--- src/rtl/oasu_consts.vh ---
`ifndef OASU_CONSTS_VH
`define OASU_CONSTS_VH

// Operation select codes
`define OASU_OP_SLL 4'h0
`define OASU_OP_SRA 4'h1
`define OASU_OP_SRL 4'h2
`define OASU_OP_SHORT 4'h3
`define OASU_OP_IMM8 4'h4
`define OASU_OP_IMM16 4'h5
`define OASU_OP_IMM0X 4'h6
`define OASU_OP_IMM1X 4'h7
`define OASU_OP_LEGACY_BIT_ADDRESS 4'h8
`define OASU_OP_BITNAT 4'h9
`define OASU_OP_REL 4'hA
`define OASU_OP_ABS11 4'hB
`define OASU_OP_ABS16 4'hC
`define OASU_OP_ABS24 4'hD

// Short immediate encodings
`define OASU_SHORT_ONE 2'h0
`define OASU_SHORT_TWO 2'h1
`define OASU_SHORT_FOUR 2'h2

// Legacy bit map
`define OASU_BITRAM_BASE 8'h20
`define OASU_BIT_SFR_SEL 7
`define OASU_SFR_LOW_NIB 4'h8

// Native bit reach in low RAM
`define OASU_NAT_RAM_LO 16'h0020
`define OASU_NAT_RAM_HI 16'h007F

// Extra state charges
`define OASU_G1_PORT 5'h01
`define OASU_G1_SFR 5'h02
`define OASU_G2_PORT 5'h02
`define OASU_G2_SFR 5'h03
`define OASU_EXT_ADD 5'h02

// Shift sizes and timing
`define OASU_SH_BIN_BYTES 2'h3
`define OASU_SH_BIN_STATES 2'h2
`define OASU_SH_SRC_BYTES 2'h2
`define OASU_SH_SRC_STATES 2'h1

// Access kinds
`define OASU_ACC_NONE 2'h0
`define OASU_ACC_PORT 2'h1
`define OASU_ACC_SFR 2'h2
`define OASU_ACC_EXT 2'h3

`endif

--- src/rtl/oasu_state_timer.v ---
`timescale 1ns/1ps
// Counts the execution states of one instruction, then pulses done
module oasu_state_timer (
  input wire clk_in, // Core clock
  input wire reset_in, // Synchronous reset, high
  input wire start_in, // Load a new state count
  input wire [5:0] count_in, // Total states, at least one
  output reg busy_out, // Counting
  output reg done_out // One-cycle pulse at the final state
);
  reg [5:0] left_q;

  // Each cycle is one state; the count is never zero so done always comes
  always @(posedge clk_in) begin
    if (reset_in) begin
      left_q <= 6'h00;
      busy_out <= 1'b0;
      done_out <= 1'b0;
    end else begin
      done_out <= 1'b0;
      if (start_in && !busy_out) begin
        left_q <= count_in;
        busy_out <= 1'b1;
      end else if (busy_out) begin
        if (left_q <= 6'h01) begin
          busy_out <= 1'b0;
          done_out <= 1'b1;
        end else begin
          left_q <= left_q - 6'h01;
        end
      end
    end
  end
endmodule // oasu_state_timer

--- src/rtl/oasu_unit.v ---
`timescale 1ns/1ps
`include "oasu_consts.vh"
module oasu_unit (
  input wire clk_in, // Core clock, 100 MHz
  input wire reset_in, // Synchronous reset, high
  input wire start_in, // One-cycle request strobe
  input wire [3:0] op_in, // Operation select
  input wire word_in, // Shift is on a word register
  input wire source_mode_in, // High in source mode
  input wire [15:0] byte_register_operand_in, // Byte register value in low 8 bits
  input wire [15:0] word_register_operand_in, // Word register value
  input wire [23:0] opnd_in, // Instruction operand bytes
  input wire [23:0] next_pc_in, // Address of next instruction's first byte
  input wire [1:0] acc_kind_in, // Operand access kind
  input wire group2_in, // Second logical group or word external group
  input wire [3:0] wait_n_in, // Configured wait states N
  output reg busy_out, // Instruction executing
  output reg done_out, // One-cycle pulse at completion
  output reg [31:0] result_out, // Shift result or immediate constant
  output reg [23:0] target_out, // Branch destination
  output reg [7:0] bit_byte_out, // Byte address of addressed bit
  output reg [2:0] bit_pos_out, // Bit position in that byte
  output reg bit_is_sfr_out, // Bit lives in an SFR
  output reg bit_valid_out, // Bit address within reach
  output reg [1:0] bytes_out, // Shift instruction length
  output reg [5:0] states_out, // Total execution states
  output reg carry_out // Bit shifted out
);
  wire timer_busy;
  wire timer_done;
  reg [5:0] states_d;
  reg [31:0] result_d;
  reg [23:0] target_d;
  reg [7:0] bit_byte_d;
  reg [2:0] bit_pos_d;
  reg bit_is_sfr_d;
  reg bit_valid_d;
  reg [1:0] bytes_d;
  reg carry_d;
  reg [15:0] sh_src;
  reg [5:0] base_states;
  reg [5:0] extra;
  reg hold_q;

  // Short immediate: only three legal constants, others decode to one
  function [31:0] short_val;
    input [1:0] code;
    begin
      case (code)
        `OASU_SHORT_TWO: short_val = 32'h0000_0002;
        `OASU_SHORT_FOUR: short_val = 32'h0000_0004;
        default: short_val = 32'h0000_0001;
      endcase
    end
  endfunction

  // Extra states for operand location; width kept at six bits for 2(N+2)
  function [5:0] extra_states;
    input [1:0] kind;
    input grp2;
    input [3:0] n;
    reg [5:0] ext;
    begin
      ext = {2'b00, n} + {1'b0, `OASU_EXT_ADD};
      case (kind)
        `OASU_ACC_PORT: extra_states = grp2 ? {1'b0, `OASU_G2_PORT} : {1'b0, `OASU_G1_PORT};
        `OASU_ACC_SFR: extra_states = grp2 ? {1'b0, `OASU_G2_SFR} : {1'b0, `OASU_G1_SFR};
        `OASU_ACC_EXT: extra_states = grp2 ? {ext[4:0], 1'b0} : ext;
        default: extra_states = 6'h00;
      endcase
    end
  endfunction

  oasu_state_timer u_timer (
    .clk_in(clk_in),
    .reset_in(reset_in),
    .start_in(start_in && !hold_q),
    .count_in(states_d),
    .busy_out(timer_busy),
    .done_out(timer_done)
  );

  // Decode and execute the selected operation
  always @* begin
    result_d = 32'h0000_0000;
    target_d = 24'h00_0000;
    bit_byte_d = 8'h00;
    bit_pos_d = opnd_in[2:0];
    bit_is_sfr_d = 1'b0;
    bit_valid_d = 1'b0;
    bytes_d = source_mode_in ? `OASU_SH_SRC_BYTES : `OASU_SH_BIN_BYTES;
    carry_d = 1'b0;
    sh_src = word_in ? word_register_operand_in : {8'h00, byte_register_operand_in[7:0]};
    base_states = {4'h0, source_mode_in ? `OASU_SH_SRC_STATES : `OASU_SH_BIN_STATES};
    extra = extra_states(acc_kind_in, group2_in, wait_n_in);
    case (op_in)
      `OASU_OP_SLL: begin
        // Top bit drops out, zero enters at bit zero
        result_d = word_in ? {16'h0000, sh_src[14:0], 1'b0} : {24'h00_0000, sh_src[6:0], 1'b0};
        carry_d = word_in ? sh_src[15] : sh_src[7];
      end
      `OASU_OP_SRA: begin
        result_d = word_in ? {16'h0000, sh_src[15], sh_src[15:1]} : {24'h00_0000, sh_src[7], sh_src[7:1]};
        carry_d = sh_src[0];
      end
      `OASU_OP_SRL: begin
        result_d = word_in ? {16'h0000, 1'b0, sh_src[15:1]} : {24'h00_0000, 1'b0, sh_src[7:1]};
        carry_d = sh_src[0];
      end
      `OASU_OP_SHORT: result_d = short_val(opnd_in[1:0]);
      `OASU_OP_IMM8: result_d = {24'h00_0000, opnd_in[7:0]};
      `OASU_OP_IMM16: result_d = {16'h0000, opnd_in[15:0]};
      `OASU_OP_IMM0X: result_d = {16'h0000, opnd_in[15:0]};
      `OASU_OP_IMM1X: result_d = {16'hFFFF, opnd_in[15:0]};
      `OASU_OP_LEGACY_BIT_ADDRESS: begin
        bit_valid_d = 1'b1;
        if (opnd_in[`OASU_BIT_SFR_SEL]) begin
          // Upper half: SFR byte is bit number with low three bits cleared
          bit_is_sfr_d = 1'b1;
          bit_byte_d = {opnd_in[7:3], 3'b000};
        end else begin
          bit_byte_d = `OASU_BITRAM_BASE + {4'h0, opnd_in[6:3]};
        end
      end
      `OASU_OP_BITNAT: begin
        // opnd[23] selects SFR space, opnd[15:8] is byte address
        bit_byte_d = opnd_in[15:8];
        bit_is_sfr_d = opnd_in[23];
        bit_valid_d = opnd_in[23] ||
          ({8'h00, opnd_in[15:8]} >= `OASU_NAT_RAM_LO && {8'h00, opnd_in[15:8]} <= `OASU_NAT_RAM_HI);
      end
      `OASU_OP_REL: target_d = next_pc_in + {{16{opnd_in[7]}}, opnd_in[7:0]};
      `OASU_OP_ABS11: target_d = {next_pc_in[23:11], opnd_in[10:0]};
      `OASU_OP_ABS16: target_d = {next_pc_in[23:16], opnd_in[15:0]};
      `OASU_OP_ABS24: target_d = opnd_in;
      default: result_d = 32'h0000_0000;
    endcase
    // Requests are refused while busy, so timing always reflects the latched op
    states_d = base_states + extra;
  end

  // Latch results at acceptance; outputs stand until the next accepted request
  always @(posedge clk_in) begin
    if (reset_in) begin
      hold_q <= 1'b0;
      busy_out <= 1'b0;
      done_out <= 1'b0;
      result_out <= 32'h0000_0000;
      target_out <= 24'h00_0000;
      bit_byte_out <= 8'h00;
      bit_pos_out <= 3'h0;
      bit_is_sfr_out <= 1'b0;
      bit_valid_out <= 1'b0;
      bytes_out <= 2'h0;
      states_out <= 6'h00;
      carry_out <= 1'b0;
    end else begin
      done_out <= timer_done;
      busy_out <= (start_in && !hold_q) || (timer_busy && !timer_done);
      if (start_in && !hold_q) begin
        hold_q <= 1'b1;
        result_out <= result_d;
        target_out <= target_d;
        bit_byte_out <= bit_byte_d;
        bit_pos_out <= bit_pos_d;
        bit_is_sfr_out <= bit_is_sfr_d;
        bit_valid_out <= bit_valid_d;
        bytes_out <= bytes_d;
        states_out <= states_d;
        carry_out <= carry_d;
      end else if (timer_done) begin
        hold_q <= 1'b0;
      end
    end
  end
endmodule // oasu_unit

--- config.mk ---
export PLATFORM = sky130hd
export DESIGN_NAME = oasu_unit
export DESIGN_NICKNAME = d
export VERILOG_FILES = /design/src/rtl/oasu_state_timer.v /design/src/rtl/oasu_unit.v
export VERILOG_INCLUDE_DIRS = /design/src /design/src/rtl
export SDC_FILE = /design/constraint.sdc
export NUM_CORES = 1
export LEC_CHECK = 0
export ABC_CLOCK_PERIOD_IN_PS = 5780
export BUFFER_PORTS_ARGS = -buffer_cell sky130_fd_sc_hd__buf_2
export CAP_MARGIN = 20
export CORE_MARGIN = 2
export CORE_UTILIZATION = 30
export DETAILED_ROUTE_END_ITERATION = 10
export HOLD_SLACK_MARGIN = 0.1
export PLACE_DENSITY = 0.59
export REMOVE_ABC_BUFFERS = 1
export SYNTH_ARGS = -nofsm -noshare
export SYNTH_HDL_FRONTEND = slang
export SYNTH_SLANG_ARGS = --single-unit
--- constraint.sdc ---
create_clock -name clk_in -period 5.78 [get_ports clk_in]
set_clock_uncertainty 0.05 [all_clocks]
set_input_delay 1.445 -clock clk_in [delete_from_list [all_inputs] [get_ports clk_in]]
set_output_delay 1.445 -clock clk_in [all_outputs]
set_load 0.03 [all_outputs]
==> reports/metrics.yaml <==
numPortBuffers: 167
grt_max_degree: 65
slew_viol_final: 0
postCtsSetupBuffers: 0
drive_above_1_share: 0.2488
first_iter_violations: 258
cp_num_buf_inv: 1
clk_latency_ps: 350
cts-hold-fix-buffers: 0
place_congestion: 0.8678
tightestPinTransition_ps: 1017
synth-async-reset-ratio: 0
p_leak_nw: 2.870
syn_avg_cell_area_um2: 7.818
synthFlopType: "dfxtp_1"
placementRows: 48
cts.clk_slew.worst_paths_ps: 60
worst_hold_slack_ps: 405.6
via_per_inst: 5.315
hold_path.class: "reg2reg"
io_pins: 176
root_buffer: "clkbuf_16"
crit_path_max_incr_delay_ps: 510
crit_path_cell_trace: "buf_2 -> ha_1 -> a21o_1 -> a21o_1 -> a31oi_1 -> o21ai_1 -> o21ai_1 -> nor4b_1 -> o41ai_1 -> a221oi_1"
cp.arrival_ps: 4100
place_area_um2: 6175
worstPathMaxFanout: 30
ys_seq_area_frac: 0.2787
path_delay_family: "compound AO/OA/AOI/OAI gates"
startpoint: "opnd_in[7]"
synth_top_area_frac: 0.2787
cts_num_sinks: 74
r2r-end: "target_out[21]"
grt_pass1_vias: 4989
setup_viol: 0
p_total_mw: 1.647
hpwl_mm: 13.11
die_y_um: 137.1
cts_tree: "built"
relSlewSlack: 0.3206
grt_pass1_wl_mm: 27.21
synth_top_cells_by_count: "nor2_1 (90), dfxtp_1 (74), a21oi_1 (59), nand2_1 (52), clkbuf_1 (42)"
final_area_um2: 6519
cts_buffer_depth: 2
clock.fmax_ghz: 0.2566
cp_slowest_cell: "buf_2"
start_util: 0.3074
fin_crit_sh: 0.6743
antenna_found_initial: 0
nets: 927
r2r_slack_ps: 3410
track_usage: 0.1884
cts_made_buffers: 9
htree_levels: 3
synth_cell_types: 69
drtPass1Iterations: 4
yosysWarnings: 0
worstSetupPathType: "in2reg"
drc_errors: 0
crit_required_ps: 5980
antennaDiodeCount: 0
core_um2: 17300
min_period_ps: 3897
cp-start-kind: "primary input"
path_depth: 10
critPathCapture: "target_out[23]"
die_x_um: 137.1
die_area_um2: 18800
r2r_cells: 6
rr_startpoint: "hold_q"
synth.area.top_cells: "dfxtp_1 (28%), ha_1 (7.1%), nor2_1 (6.4%), a21oi_1 (5.6%), nand2_1 (3.7%)"
p_per_area_nw_per_um2: 252.7
ys_ff_latch: 74
wl_mm: 17.77
wl_per_cell_um: 17.27
rsz0062_at_grt: "false"
worst_setup_path_end_kind: "flop"
peakVddDrop_v: 0.0001857
syn_area_um2: 5316
cts_resized: 0
vias: 5469
synth_enable_flop_cells: 0
synth_area_leader_cell: "dfxtp_1"
yosysMostFrequentCell: "nor2_1"
syn-instance-count: 680
syn2layout_area_growth_pct: 22.62
overflow: 0
hold_viol_final: 0
tns_ps: 0
drtAntennaViolNets: 0
status: "finished clean"
max-cap-violations: 0
[logic make-up (layout without fill, tap and decap cells)]
family,after synthesis,after routing,share of synthesized area
multiplexers,12,12,0.02306
adder cells (fa/ha/maj),32,32,0.07814
AO/OA/AOI/OAI,226,226,0.3005
AND/OR/NAND/NOR,240,240,0.2203
buffers and inverters,74,198,0.06307
flip-flops,74,74,0.2787
XOR/XNOR,22,22,0.03624
[state kept, by name (all words and copies together) (netlist names), 2 cells and up]
name,count
result_out,17
bit_pos_out,3
bytes_out,2
u_timer.left_q,6
states_out,6
target_out,24
bit_byte_out,8
[routing by layer]
metal | up-vias | GRT usage | wire length (µm)
met3 | 20 | 0.04296 | 1076
met1 | 2533 | 0.2649 | 8588
met2 | 161 | 0.2888 | 7806
met4 | 0 | 0.04983 | 296
met5 | - | 0 | 0
li1 | 2755 | - | -
[worst min-delay path, stage by stage, from the launching register on]
cell	delay [ps]
dfxtp_1	310
nand2_1	50
a21oi_1	50
[worst min-delay path by stage]
| stage | cells past startpoint | endpoint | startpoint |
|---|---|---|---|
| after floorplan | 1 | done_out | u_timer.done_out |
| after global placement | 2 | states_out[5] | states_out[5] |
| after detailed placement | 2 | states_out[0] | states_out[0] |
| after CTS | 2 | states_out[2] | states_out[2] |
| after global routing | 2 | bit_pos_out[0] | bit_pos_out[0] |
| final | 2 | states_out[5] | states_out[5] |
[cells in the final DEF (no fill, tap or decap), types with 6 or more instances in the layout]
master	n
a22oi_1	22
a21oi_1	59
o21ai_0	18
nand3_1	8
clkbuf_16	9
inv_1	11
nand2_1	52
nand2b_1	15
a21o_1	12
dfxtp_1	74
ha_1	30
nor3_1	17
nor2b_1	8
and2_1	6
mux2i_1	10
a211oi_1	18
a221oi_1	15
xor2_1	12
o21ai_1	6
nor2_1	90
a22o_1	13
xnor2_1	10
nand3b_1	8
buf_2	167
a222oi_1	7
nand4_1	6
[through the flow]
| stage | instances | utilization | worst slack, ps |
|---|---|---|---|
| 2_1_floorplan | 617 | - | 912.7 |
| 3_3_place_gp | 1013 | 0.3570 | 1563 |
| 3_5_place_dp | 1013 | 0.3570 | 1524 |
| 4_1_cts | 1029 | 0.3769 | 1886 |
| 5_1_grt | 1029 | 0.3769 | 1591 |
| 6_report | 1029 | 0.3769 | 1883 |
[where the power goes]
part | leakage, nW | switching (mW) | internal, mW | total, mW
combinational | 2.10 | 0.266 | 0.162 | 0.429
clock | 0.163 | 0.243 | 0.424 | 0.666
sequential | 0.603 | 0.0163 | 0.536 | 0.552
[area by class of cell]
class / instances / area (µm²)
inverter: 11 / 41.29
fill: 1846 / 10780
sequential: 74 / 1481
clock inverter: 6 / 115.1
timing repair buffer: 171 / 865.8
clock buffer: 10 / 229.0
multi-input combinational: 532 / 3505
tap: 225 / 281.5
Power figures use the tool's default switching activity.
